### src/hdl/gdc_pkg.sv
// Shared constants, types and decode functions for the gate and delay controller
package gdc_pkg;
	localparam int GDC_CHANNELS = 16;
	localparam int GDC_HALF = 8;
	localparam int CODE_W = 8;
	localparam int CODE_STEPS = 256;
	localparam int CLK_PERIOD_NS = 40;
	localparam int FULL_SCALE_NS = 500;
	localparam int STEP_NS = 2;
	// Clock is far coarser than one step, so each step takes at least one cycle
	localparam int STEP_CYC = (STEP_NS / CLK_PERIOD_NS > 0) ? STEP_NS / CLK_PERIOD_NS : 1;
	localparam int ABORT_DELAY_NS = 10;
	localparam int ABORT_DELAY_CYC =
		(ABORT_DELAY_NS / CLK_PERIOD_NS > 0) ? ABORT_DELAY_NS / CLK_PERIOD_NS : 1;
	localparam int INHIBIT_MIN_NS = 12;
	localparam int INHIBIT_LEAD_NS = 13;
	localparam int STEP_CNT_W = 8;
	localparam logic [STEP_CNT_W-1:0] STEP_LAST = STEP_CNT_W'(STEP_CYC - 1);

	localparam logic [4:0] FN_RESET = 5'h09;
	localparam logic [4:0] FN_DELAY = 5'h10;
	localparam logic [4:0] FN_WIDTH = 5'h11;
	localparam logic [4:0] FN_SELECT = 5'h12;
	localparam logic [4:0] FN_TRANSFER = 5'h13;
	localparam logic [4:0] FN_TEST = 5'h19;
	localparam logic [3:0] SUBADDR_ZERO = 4'h0;
	localparam logic [1:0] LAYOUT_SINGLE = 2'h3;
	localparam logic [3:0] MONSEL_RESET = 4'h0;
	localparam logic [CODE_W-1:0] SETTING_RESET = 8'h00;

	typedef enum logic [2:0] {
		CH_IDLE = 3'b001,
		CH_DELAY = 3'b010,
		CH_GATE = 3'b100
	} gdc_chan_state_type;

	// Function and subaddress pairs that the module answers
	function automatic logic gdc_cmd_valid(input logic [4:0] f, input logic [3:0] a);
		if (f == FN_DELAY || f == FN_WIDTH || f == FN_SELECT || f == FN_RESET) begin
			return 1'b1;
		end else if ((f == FN_TRANSFER || f == FN_TEST) && a == SUBADDR_ZERO) begin
			return 1'b1;
		end else begin
			return 1'b0;
		end
	endfunction
endpackage

### src/hdl/gdc_top.sv
// Dataway command decoder, setting storage and sixteen channels
module gdc_top import gdc_pkg::*; #(
	parameter int NCH = GDC_CHANNELS,
	parameter int CW = CODE_W
) (
	input wire logic i_clock,
	input wire logic i_rstn,
	input wire logic i_n,
	input wire logic [4:0] i_f,
	input wire logic [3:0] i_a,
	input wire logic [CW-1:0] i_w,
	input wire logic i_s1,
	input wire logic i_s2,
	input wire logic i_c,
	input wire logic i_z,
	input wire logic [NCH-1:0] i_chan_in,
	input wire logic i_abort_input,
	input wire logic i_inhibit_input,
	input wire logic i_fire_all,
	input wire logic [1:0] i_layout_switches,
	output logic o_x,
	output logic o_q,
	output logic [NCH-1:0] o_chan_out,
	output logic o_monitor_output_a,
	output logic o_monitor_output_b,
	output logic [NCH-1:0] o_presence_led,
	output logic o_layout_led
);
	localparam int SYNC_W = 1 + 5 + 4 + CW + 4;
	localparam int PIN_W = NCH + 5;

	logic [SYNC_W-1:0] bus_s;
	logic n_s;
	logic [4:0] f_s;
	logic [3:0] a_s;
	logic [CW-1:0] w_s;
	logic s1_s;
	logic s2_s;
	logic c_s;
	logic z_s;
	logic [PIN_W-1:0] pin_s;
	logic [NCH-1:0] in_s;
	logic abort_s;
	logic inhibit_s;
	logic fire_s;
	logic [1:0] layout_s;

	logic s1_prev_q;
	logic s2_prev_q;
	logic s1_rise;
	logic s2_rise;
	logic cmd_ok;
	logic do_cmd;
	logic mod_rst_q;
	logic test_pulse_q;
	logic fire_prev_q;
	logic fire_evt;
	logic single_layout;

	logic [CW-1:0] stage_delay_q [NCH];
	logic [CW-1:0] stage_width_q [NCH];
	logic [CW-1:0] active_delay_q [NCH];
	logic [CW-1:0] active_width_q [NCH];
	logic [3:0] mon_sel_q;

	logic [NCH-1:0] src;
	logic [NCH-1:0] src_prev_q;
	logic [NCH-1:0] trigger;
	logic [NCH-1:0] gate;
	logic chan_clear;

	logic [STEP_CNT_W-1:0] step_cnt_q;
	logic step_q;

	// All dataway lines arrive unclocked, so they pass a synchroniser together
	gdc_sync #(
		.WIDTH(SYNC_W)
	) u_bus_sync (
		.i_clock(i_clock),
		.i_rstn(i_rstn),
		.i_async({i_n, i_f, i_a, i_w, i_s1, i_s2, i_c, i_z}),
		.o_sync(bus_s)
	);

	assign {n_s, f_s, a_s, w_s, s1_s, s2_s, c_s, z_s} = bus_s;

	gdc_sync #(
		.WIDTH(PIN_W)
	) u_pin_sync (
		.i_clock(i_clock),
		.i_rstn(i_rstn),
		.i_async({i_chan_in, i_abort_input, i_inhibit_input, i_fire_all, i_layout_switches}),
		.o_sync(pin_s)
	);

	assign {in_s, abort_s, inhibit_s, fire_s, layout_s} = pin_s;

	// Strobe edges; data lines are settled well before S1 on the dataway
	assign s1_rise = s1_s && !s1_prev_q;
	assign s2_rise = s2_s && !s2_prev_q;
	assign cmd_ok = gdc_cmd_valid(f_s, a_s);
	assign do_cmd = s1_rise && n_s && cmd_ok;
	assign single_layout = (layout_s == LAYOUT_SINGLE);
	assign fire_evt = (fire_s && !fire_prev_q) || test_pulse_q;
	assign chan_clear = abort_s || mod_rst_q;

	always_ff @(posedge i_clock) begin
		if (!i_rstn) begin
			s1_prev_q <= 1'b0;
			s2_prev_q <= 1'b0;
			fire_prev_q <= 1'b0;
		end else begin
			s1_prev_q <= s1_s;
			s2_prev_q <= s2_s;
			fire_prev_q <= fire_s;
		end
	end

	// X and Q follow the decode for as long as the station is addressed
	always_ff @(posedge i_clock) begin
		if (!i_rstn) begin
			o_x <= 1'b0;
			o_q <= 1'b0;
		end else begin
			o_x <= n_s && cmd_ok;
			o_q <= n_s && cmd_ok;
		end
	end

	// Module reset from function 9 at S1 or from clear/initialise at S2
	always_ff @(posedge i_clock) begin
		if (!i_rstn) begin
			mod_rst_q <= 1'b0;
		end else begin
			mod_rst_q <= (do_cmd && f_s == FN_RESET) || (s2_rise && (c_s || z_s));
		end
	end

	always_ff @(posedge i_clock) begin
		if (!i_rstn) begin
			test_pulse_q <= 1'b0;
		end else begin
			test_pulse_q <= do_cmd && f_s == FN_TEST;
		end
	end

	// Staging store models battery-backed memory: no reset touches it
	always_ff @(posedge i_clock) begin
		if (do_cmd && f_s == FN_DELAY) begin
			stage_delay_q[a_s] <= w_s;
		end
		if (do_cmd && f_s == FN_WIDTH) begin
			stage_width_q[a_s] <= w_s;
		end
	end

	// Channels see only transferred values; reset forces a new transfer
	always_ff @(posedge i_clock) begin
		if (!i_rstn || mod_rst_q) begin
			for (int k = 0; k < NCH; k++) begin
				active_delay_q[k] <= SETTING_RESET;
				active_width_q[k] <= SETTING_RESET;
			end
		end else if (do_cmd && f_s == FN_TRANSFER) begin
			for (int k = 0; k < NCH; k++) begin
				active_delay_q[k] <= stage_delay_q[k];
				active_width_q[k] <= stage_width_q[k];
			end
		end
	end

	always_ff @(posedge i_clock) begin
		if (!i_rstn || mod_rst_q) begin
			mon_sel_q <= MONSEL_RESET;
		end else if (do_cmd && f_s == FN_SELECT) begin
			mon_sel_q <= a_s;
		end
	end

	// Step enable divider; one step is one code count
	always_ff @(posedge i_clock) begin
		if (!i_rstn) begin
			step_cnt_q <= '0;
			step_q <= 1'b0;
		end else if (step_cnt_q == STEP_LAST) begin
			step_cnt_q <= '0;
			step_q <= 1'b1;
		end else begin
			step_cnt_q <= step_cnt_q + 1'b1;
			step_q <= 1'b0;
		end
	end

	// Upper half borrows the lower inputs in the eight-input layout
	always_comb begin
		src = in_s;
		if (!single_layout) begin
			src[NCH-1:GDC_HALF] = in_s[GDC_HALF-1:0];
		end
	end

	always_ff @(posedge i_clock) begin
		if (!i_rstn) begin
			src_prev_q <= '0;
		end else begin
			src_prev_q <= src;
		end
	end

	assign trigger = (src & ~src_prev_q) | {NCH{fire_evt}};

	for (genvar k = 0; k < NCH; k++) begin : g_chan
		gdc_channel #(
			.CW(CW)
		) u_chan (
			.i_clock(i_clock),
			.i_rstn(i_rstn),
			.i_step(step_q),
			.i_trigger(trigger[k]),
			.i_clear(chan_clear),
			.i_inhibit(inhibit_s),
			.i_delay(active_delay_q[k]),
			.i_width(active_width_q[k]),
			.o_gate(gate[k])
		);
	end

	assign o_chan_out = gate;

	always_ff @(posedge i_clock) begin
		if (!i_rstn) begin
			o_monitor_output_a <= 1'b0;
			o_monitor_output_b <= 1'b0;
		end else begin
			o_monitor_output_a <= gate[mon_sel_q];
			o_monitor_output_b <= gate[mon_sel_q];
		end
	end

	always_ff @(posedge i_clock) begin
		if (!i_rstn) begin
			o_presence_led <= '0;
			o_layout_led <= 1'b0;
		end else begin
			o_presence_led <= in_s;
			o_layout_led <= single_layout;
		end
	end
endmodule

### src/hdl/gdc_sync.sv
// Two-stage synchroniser for a bundle of asynchronous pins
module gdc_sync #(
	parameter int WIDTH = 1
) (
	input wire logic i_clock,
	input wire logic i_rstn,
	input wire logic [WIDTH-1:0] i_async,
	output logic [WIDTH-1:0] o_sync
);
	logic [WIDTH-1:0] meta_q;

	always_ff @(posedge i_clock) begin
		if (!i_rstn) begin
			meta_q <= '0;
			o_sync <= '0;
		end else begin
			meta_q <= i_async;
			o_sync <= meta_q;
		end
	end
endmodule

### src/hdl/gdc_channel.sv
// One channel: delay countdown then gate countdown, with abort and inhibit
module gdc_channel import gdc_pkg::*; #(
	parameter int CW = CODE_W
) (
	input wire logic i_clock,
	input wire logic i_rstn,
	input wire logic i_step,
	input wire logic i_trigger,
	input wire logic i_clear,
	input wire logic i_inhibit,
	input wire logic [CW-1:0] i_delay,
	input wire logic [CW-1:0] i_width,
	output logic o_gate
);
	gdc_chan_state_type state_q;
	logic [CW-1:0] count_q;
	logic leading;

	// Gate would start now; the inhibit level decides whether it may
	assign leading = (state_q == CH_DELAY) && i_step && (count_q == '0);

	always_ff @(posedge i_clock) begin
		if (!i_rstn) begin
			state_q <= CH_IDLE;
			count_q <= '0;
			o_gate <= 1'b0;
		end else if (i_clear) begin
			// Abort ends pending delays and running gates alike
			state_q <= CH_IDLE;
			count_q <= '0;
			o_gate <= 1'b0;
		end else begin
			case (state_q)
				CH_IDLE: begin
					if (i_trigger) begin
						state_q <= CH_DELAY;
						count_q <= i_delay;
					end
				end
				CH_DELAY: begin
					if (leading && i_inhibit) begin
						state_q <= CH_IDLE;
					end else if (leading) begin
						state_q <= CH_GATE;
						count_q <= i_width;
						o_gate <= 1'b1;
					end else if (i_step) begin
						count_q <= count_q - 1'b1;
					end
				end
				CH_GATE: begin
					if (i_step && count_q == '0) begin
						state_q <= CH_IDLE;
						o_gate <= 1'b0;
					end else if (i_step) begin
						count_q <= count_q - 1'b1;
					end
				end
				default: begin
					state_q <= CH_IDLE;
					o_gate <= 1'b0;
				end
			endcase
		end
	end
endmodule

### config.mk
export PLATFORM = sky130hd
export DESIGN_NAME = gdc_top
export DESIGN_NICKNAME = d
export VERILOG_FILES = /design/src/hdl/gdc_pkg.sv /design/src/hdl/gdc_top.sv /design/src/hdl/gdc_sync.sv /design/src/hdl/gdc_channel.sv
export SDC_FILE = /design/constraint.sdc
export NUM_CORES = 1
export LEC_CHECK = 0
export BUFFER_PORTS_ARGS = -buffer_cell sky130_fd_sc_hd__buf_2
export CAP_MARGIN = 20
export CORE_UTILIZATION = 59
export CTS_BUF_LIST = sky130_fd_sc_hd__clkbuf_8
export DETAILED_ROUTE_END_ITERATION = 7
export GPL_ROUTABILITY_DRIVEN = 0
export HOLD_SLACK_MARGIN = 0.15
export PLACE_DENSITY_LB_ADDON = 0.25
export SLEW_MARGIN = 15
export SYNTH_ARGS = -nofsm -noshare
export SYNTH_HDL_FRONTEND = slang
export SYNTH_SLANG_ARGS = --single-unit
### constraint.sdc
create_clock -name i_clock -period 29.2 [get_ports i_clock]
set_clock_uncertainty 0.1 [all_clocks]
set_input_delay 4.38 -clock i_clock [delete_from_list [all_inputs] [get_ports i_clock]]
set_output_delay 4.38 -clock i_clock [all_outputs]
set_load 0.005 [all_outputs]
Word-level counts from Yosys, hierarchy flattened
Memory sizes are Yosys's and may differ from the RTL's.
Index checks and enable logic that the tools add are counted.
- bits in writable memories: 512
- output and inout port bits: 37
- input port bits: 45
- register bits after elaboration: 331
- memories: 4
- logic and storage cells: 752
- bitwise logic cells: 52
- magnitude comparators: 1
- add/subtract/negate cells: 17
- mux-type cells: 287
- equality and inequality tests: 151
- reductions and logical operators: 175
- memories (memory ; depth ; bits a word ; read ports ; clocked after Yosys merged registers in ; write ports ; line ; text):
    active_delay_q ; 16 ; 8 ; 16 ; 0 ; 16 ; gdc_top.sv:62 ; logic [CW-1:0] active_delay_q [NCH];
    active_width_q ; 16 ; 8 ; 16 ; 0 ; 16 ; gdc_top.sv:63 ; logic [CW-1:0] active_width_q [NCH];
    stage_delay_q ; 16 ; 8 ; 16 ; 0 ; 1 ; gdc_top.sv:60 ; logic [CW-1:0] stage_delay_q [NCH];
    stage_width_q ; 16 ; 8 ; 16 ; 0 ; 1 ; gdc_top.sv:61 ; logic [CW-1:0] stage_width_q [NCH];
- operator list (operator ; number):
    8-bit 2-to-1 mux ; 113
    8-bit case mux with 3 select lines ; 16
    3-bit 2-to-1 mux ; 64
    3-bit case mux with 3 select lines ; 16
    8-bit logical NOT ; 17
    4-bit AND reduction ; 32
    8-bit by 1-bit subtractor with 8-bit output, second input constant ; 16
    2-bit != test, second input constant ; 48
    1-bit logical AND ; 78
    2-bit by 1-bit != test with 1-bit output, second input constant ; 32
    1-bit 2-to-1 mux ; 61
    3-bit by 1-bit == test with 1-bit output, second input constant ; 16
    3-bit by 2-bit == test with 1-bit output, second input constant ; 16
    3-bit == test, second input constant ; 16
    3-bit by 2-bit != test with 1-bit output, second input constant ; 16
    1-bit case mux with 3 select lines ; 16
    3-bit AND reduction ; 16
    3-bit nonzero test ; 16
    1-bit bitwise OR ; 32
    5-bit == test, second input constant ; 5
    1-bit NOT ; 17
    16-bit bitwise AND ; 1
    16-bit NOT ; 1
    16-bit bitwise OR ; 1
    other kinds (9) ; 21

Depth between registers and ports, before layout
Gate-level depths: netlist (run 1).
- word-level depth: 11
- depth in mapped cells: 10
- gate-level depth less buffers: 8

Cells and area by module
Synthesis (run 1) repeated with hierarchy kept, for this count alone.
- cells, all modules: 2988
- area, all modules: 35859.4 um^2
- modules (own cells, without submodules) (module ; cells an instance ; area an instance (um^2) ; seq. area each (um^2) ; times used):
    gdc_top ; 1053 ; 19301.0 ; 16275.6 ; 1
    gdc_channel (g_chan[11].u_chan ...) ; 109 ; 879.6 ; 240.2 ; 13
    gdc_channel (g_chan[0].u_chan ...) ; 115 ; 915.9 ; 240.2 ; 2
    gdc_sync (u_bus_sync) ; 92 ; 1231.2 ; 880.8 ; 1
    gdc_sync (u_pin_sync) ; 88 ; 1176.1 ; 840.8 ; 1
    gdc_channel (g_chan[15].u_chan) ; 108 ; 884.6 ; 240.2 ; 1

Worst setup path after synthesis (run 1)
Ideal clock, no wire load.
- path type: reg-to-reg
- from: register u_bus_sync.o_sync[15]
- to: memory active_delay_q[0][0] (netlist bit) (enable)
- slack: 8979 ps
- clock period less this slack: 20221 ps
- arrival: 18893 ps
- buffers on the path: 0
- setup time: 1228 ps
- data required time: 27872 ps
- stages on the path, launching flop included: 5
- cell sequence: dfxtp_1 > nor4_1 > and4_1 > o211ai_1 > o21ai_0
- RTL lines (what ; line ; text):
    start, declared ; gdc_sync.sv:8 ; output logic [WIDTH-1:0] o_sync
    start signal, assigned ; gdc_sync.sv:18 ; o_sync <= meta_q;
    end, declared ; gdc_top.sv:62 ;

Final worst setup path (run 1)
- from: input i_rstn
- to: register g_chan[3].u_chan.count_q[4]
- longest elaborated chain between the ends: 2
- RTL lines (what ; line ; text):
    start, declared ; gdc_top.sv:7 ; input wire logic i_rstn,
    1-bit NOT (no source line) ; - ;
    2-bit OR reduction (no source line) ; - ;
    end signal, assigned ; gdc_channel.sv:37 ; count_q <= i_delay;
    end signal, assigned ; gdc_channel.sv:45 ; count_q <= i_width;
    end signal, assigned ; gdc_channel.sv:48 ; count_q <= count_q - 1'b1;
    end, declared ; gdc_channel.sv:16 ; logic [CW-1:0] count_q;
Every way passes these cells.
A chain may end at the register's enable or synchronous reset.

==> results of run 1 <==
[power by group]
part           internal (mW)  total (mW)  switching [mW]
registers               1.30        1.35          0.0511
clock network          0.510       0.972           0.462
logic                  0.115       0.308           0.193
total                   1.92        2.63           0.706
[cells in the mapped netlist, types with 28 or more instances]
cell	n
nor3_1	79
buf_4	34
nand3_1	47
nor2_1	173
dfxtp_1	323
and2_1	371
inv_1	76
nand2_1	164
or3_1	31
a21oi_1	204
nor2b_1	42
edfxtp_1	512
clkbuf_1	122
a211oi_1	49
o22ai_1	65
nand2b_1	71
o21ai_0	103
o31ai_1	28
[layout make-up]
type	count	area [um^2]	share of cell area, %
well taps	837	1050	2.60
multi-input cells	2091	13700	34.0
flip-flops and latches	835	21800	54.3
repair buffers	119	721	1.79
clock inverters	96	561	1.39
clock buffers	152	2090	5.20
inverters	78	293	0.728
diodes	2	5.00	0.0124
[stage by stage]
stage | instance area [um^2] | setup slack, ps | power, mW | utilization (%) | hold slack (ps)
2_1_floorplan | 36700 | 8980 | 1.60 | - | 312
3_3_place_gp | 37500 | 21430 | 1.66 | 60.9 | 314
6_report | 40200 | 21980 | 2.63 | 65.3 | 332
5_1_grt | 40200 | 21820 | 2.73 | 65.3 | 340
3_5_place_dp | 37500 | 21270 | 1.67 | 60.9 | 322
4_1_cts | 40200 | 22080 | 2.64 | 65.2 | 336
[layer usage]
layer  up-vias  share of wire [%]
met1     12500                 40
met3       208                8.8
met5         -                  0
li1      12200                  -
met4         0                3.2
met2      1302                 48
[worst max-delay path, cell delays in order]
cell	delay [ps]
buf_4	610
nand2b_1	310
nor2_4	700
buf_4	530
buf_4	660
nand2b_1	300
o22ai_1	250
[flip-flops by register name (all words and copies together), names as in the netlist, 21 cells and up]
signal,count
stage_width_q,128
u_bus_sync.o_sync,22
stage_delay_q,128
g_chan.u_chan.count_q,128
g_chan.u_chan.state_q,48
active_delay_q,128
u_bus_sync.meta_q,22
u_pin_sync.meta_q,21
active_width_q,128
u_pin_sync.o_sync,21
[final timing paths]
| path | from | end | slack (ps) |
|---|---|---|---|
| min reg2reg | u_pin_sync.meta_q[14] | u_pin_sync.o_sync[14] | 330 |
| max reg2reg | step_q | g_chan[14].u_chan.count_q[0] | 25590 |
| min | u_pin_sync.meta_q[14] | u_pin_sync.o_sync[14] | 330 |
| max | i_rstn | g_chan[3].u_chan.count_q[4] | 21980 |
[cells by family after synthesis]
group	after synthesis
and+or+nand+nor	1202
adders and majority gates	25
xor gates and xnor gates	13
buffers and inverters	281
DFF	835
AOI/OAI and AO/OA	838
muxes	13
==> flow_summary.ini, run 1 <==
[floorplanning]
die_area_um2 = 63200
fp.dieW_um = 251
coreArea_um2 = 61600
die_y_um = 251
rows = 91
initial_core_util_pct = 59.6
top_level_ports = 82

[routing]
finalWirelength_um = 87200
vias = 26200
firstDrtPassIters = 8
wl_per_cell_um = 20.7
drc = 0
ant_nets = 0
drt-initial-drc-count = 2593
viasPerCell = 6.23

[setup_path]
cp_data_arrival_time_ps = 7800
setup.worst_path.class = input pin to flop
crit_required_ps = 29780
cp-end-kind = flop
crit_fanout = 110
rr_worst_depth = 6
startpoint_type = input pin

[timing]
tightest_slew_ps = 1160
finalCritPeriodShare_pct = 24.7
final_hold_viol_count = 0
period_needed_ps = 7220
max_slew_margin_pct = 22.7
timing.fmax_ghz = 0.139
setup_tns_ps = 0
setup_violations = 0
rsz0062_at_grt = no
slew_viol_final = 0

[power]
power_density_nw_per_um2 = 65.3
peakVddDrop_mv = 0.0567
leakagePower_nw = 14.0

[clocking]
cts.sinks = 835
cts.clk_slew.worst_paths_ps = 60
cts_resized = 0
clock_latency_ps = 790
clockBufferDepth = 3
postCtsHoldBufs = 0
root_buffer = clkbuf_8
cts-buffers-inserted = 133
cts_setup_buffers = 0
htreeDepth = 4
cts_tree = built

[synth]
synthSimpleGateAreaFrac_pct = 19.2
synth-edff-count = 512
ys_ff_latch = 835
ys_types = 114
synth_top_family_by_area = simple AND/OR/NAND/NOR gates
async_reset_ff_share_pct = 0
syn_nets = 3277
ys_warn_count = 0
ys_seq_area_share_pct = 59.5
synth_area_leaders = edfxtp_1 42%, dfxtp_1 18%, and2_1 6.3%, a21oi_1 2.8%, nor2_1 1.8%
synth_cells = 3207
synthAdderAreaFrac_pct = 0.853
synth_area_um2 = 36700
syn_area_per_cell_um2 = 11.4
yosys.area_share.xor_xnor_pct = 0.310
synth.area.mux_share_pct = 0.539
ys.flop_type = edfxtp_1
synth_compound_area_share_pct = 16.1
synth_top_area_cell = edfxtp_1
synth_top_area_share_pct = 41.9

[hold_path]
holdPathStages = 1
hold_class = flop to flop

[run]
max-cap-violations = 0

[cells_and_area]
mostFrequentLayoutCells = 512 x edfxtp_1, 371 x and2_1, 321 x dfxtp_1, 204 x a21oi_1, 171 x nor2_1
n_fill_cell = 4553
area.growth.synth_to_final_pct = 9.66
final_cells = 4210
final_common_cell = edfxtp_1
fin_nets = 3328
layout-drive-gt1-share_pct = 13.2

[outcome]
status = finished clean

[global_route]
gr-usage-met3_pct = 6.66
antenna_found_initial = 3
grt_busiest_layer = met2
grt_max_degree = 193
grt_overflow_total = 0
globalRouteMet1Util_pct = 34.2
grt_pass1_wl_um = 134000
grt_usage_pct = 27.4
grt_pass1_vias = 25100
grtUsageMet2_pct = 45.1

[placement]
placedCellCount = 3959
io_buffers = 81
hpwlAfterDp_um = 55300
(Power assumes the default switching activity.)
==> run 2, diff against run 1 <==
==> constraint.sdc (replaced) <==
create_clock -name i_clock -period 7.5 [get_ports i_clock]
set_clock_uncertainty 0.1 [all_clocks]
set_input_delay 1.125 -clock i_clock [delete_from_list [all_inputs] [get_ports i_clock]]
set_output_delay 1.125 -clock i_clock [all_outputs]
set_load 0.005 [all_outputs]
==> run 2 against run 1 <==
  * Final cell count down 0.14%
  * Sequential share of layout area down 0.12 points
  * Power rose to 4.0 times the previous value
  * Clock-buffer cell count up 2
  * Global-route usage up 0.57 points
  * Critical path type unchanged
  * Register-to-register slack worse by 22000 ps
  * Combinational power rose to 3.9 times the previous value
  * Non-clock buffer count down 3
  * First-iteration DRC count up 20%
==> flow_summary.ini, run 2 (synthesis results as in run 1) <==
[outcome]
status = finished clean

[clocking]
root_buffer = clkbuf_8
cts.sinks = 835
postCtsHoldBufs = 0
clock_latency_ps = 790
cts_setup_buffers = 0
cts-buffers-inserted = 136
cts.clk_slew.worst_paths_ps = 60
htreeDepth = 4
clockBufferDepth = 3
cts_resized = 0
cts_tree = built

[cells_and_area]
final_common_cell = edfxtp_1
layout-drive-gt1-share_pct = 13.0
area.growth.synth_to_final_pct = 9.91
mostFrequentLayoutCells = 512 x edfxtp_1, 371 x and2_1, 321 x dfxtp_1, 204 x a21oi_1, 171 x nor2_1
fin_nets = 3328
final_util_pct = 65.5
final_cells = 4204

[timing]
max_slew_margin_pct = 26.2
holdWs_ps = 330
setup_violations = 0
slew_viol_final = 0
tightest_slew_ps = 1100
timing.fmax_ghz = 0.268
rsz0062_at_grt = no
finalCritPeriodShare_pct = 49.7
setup_ws_ps = 3770
setup_tns_ps = 0
period_needed_ps = 3730
final_hold_viol_count = 0

[setup_path]
cp_num_buf_inv = 4
setup.worst_path.class = input pin to flop
reg2reg_from = u_bus_sync.o_sync[15]
cp_top_family = buffers and inverters
slowest_delay_ps = 610
path_common_cell = buf_4
startpoint_type = input pin
cp_data_arrival_time_ps = 3980
worstSetupStartpoint = i_rstn
cp-end-kind = flop
cp_cell_sequence = buf_4 -> inv_1 -> nor2_4 -> buf_4 -> o21ai_4 -> buf_12
crit_required_ps = 7750
crit_fanout = 167
crit_slowest_cell = buf_4

[global_route]
grt_pass1_vias = 25300
antenna_found_initial = 1
grt_overflow_total = 0
grt_max_degree = 168
grt_usage_pct = 28.0
grt_pass1_wl_um = 137000

[routing]
vias = 26400
drt-initial-drc-count = 3107
wl_per_cell_um = 21.0
ant_nets = 0
firstDrtPassIters = 7
finalWirelength_um = 88400
drc = 0
viasPerCell = 6.29

[floorplanning]
initial_core_util_pct = 59.6
die_y_um = 251
top_level_ports = 82
coreArea_um2 = 61600
rows = 91
fp.dieW_um = 251
die_area_um2 = 63200

[power]
leakagePower_nw = 14.1
peakVddDrop_mv = 0.246
power_density_nw_per_um2 = 259

[placement]
io_buffers = 81
hpwlAfterDp_um = 56400
placedCellCount = 3955
pre_cts_ws_ps = 3000

[hold_path]
hold_class = flop to flop
min_from = u_pin_sync.meta_q[17]

[run]
max-cap-violations = 0
-- run 2: through the flow --
step                cell area, um^2  total power, mW
detailed placement            37500             6.51
global route                  40300             10.8
finish                        40300             10.4
global placement              37500             6.45
CTS                           40300             10.5
floorplan                     36700             6.20
-- run 2: report_power, final --
| part | total [mW] | switching (mW) | internal (mW) |
|---|---|---|---|
| Sequential | 5.25 | 0.202 | 5.05 |
| Clock | 3.97 | 1.78 | 2.19 |
| Combinational | 1.21 | 0.762 | 0.448 |
-- run 2: final cells by class --
class                      count  area (um^2)
tap                          837         1050
timing repair buffer         116          696
clock buffer                 154         2120
clock inverter                91          636
inverter                      78          293
sequential                   835        21800
multi-input combinational   2091        13700
fill                        4587        21300
antenna                        2         5.00
-- run 2: worst paths after layout --
kind         cells past startpoint               endpoint  slack, ps
max                              6  active_delay_q[0][47]       3770
min                              1  u_pin_sync.o_sync[17]        330
max reg2reg                      5    stage_width_q[5][5]       3960
min reg2reg                      1  u_pin_sync.o_sync[17]        330
-- run 2: routing by layer --
layer / track usage [%] / share of wire (%) / up-vias
met5: 0 / 0 / -
met4: 14.2 / 4.1 / 0
met3: 6.61 / 9.4 / 268
met2: 44.0 / 46 / 1406
met1: 36.4 / 40 / 12600
li1: - / - / 12200
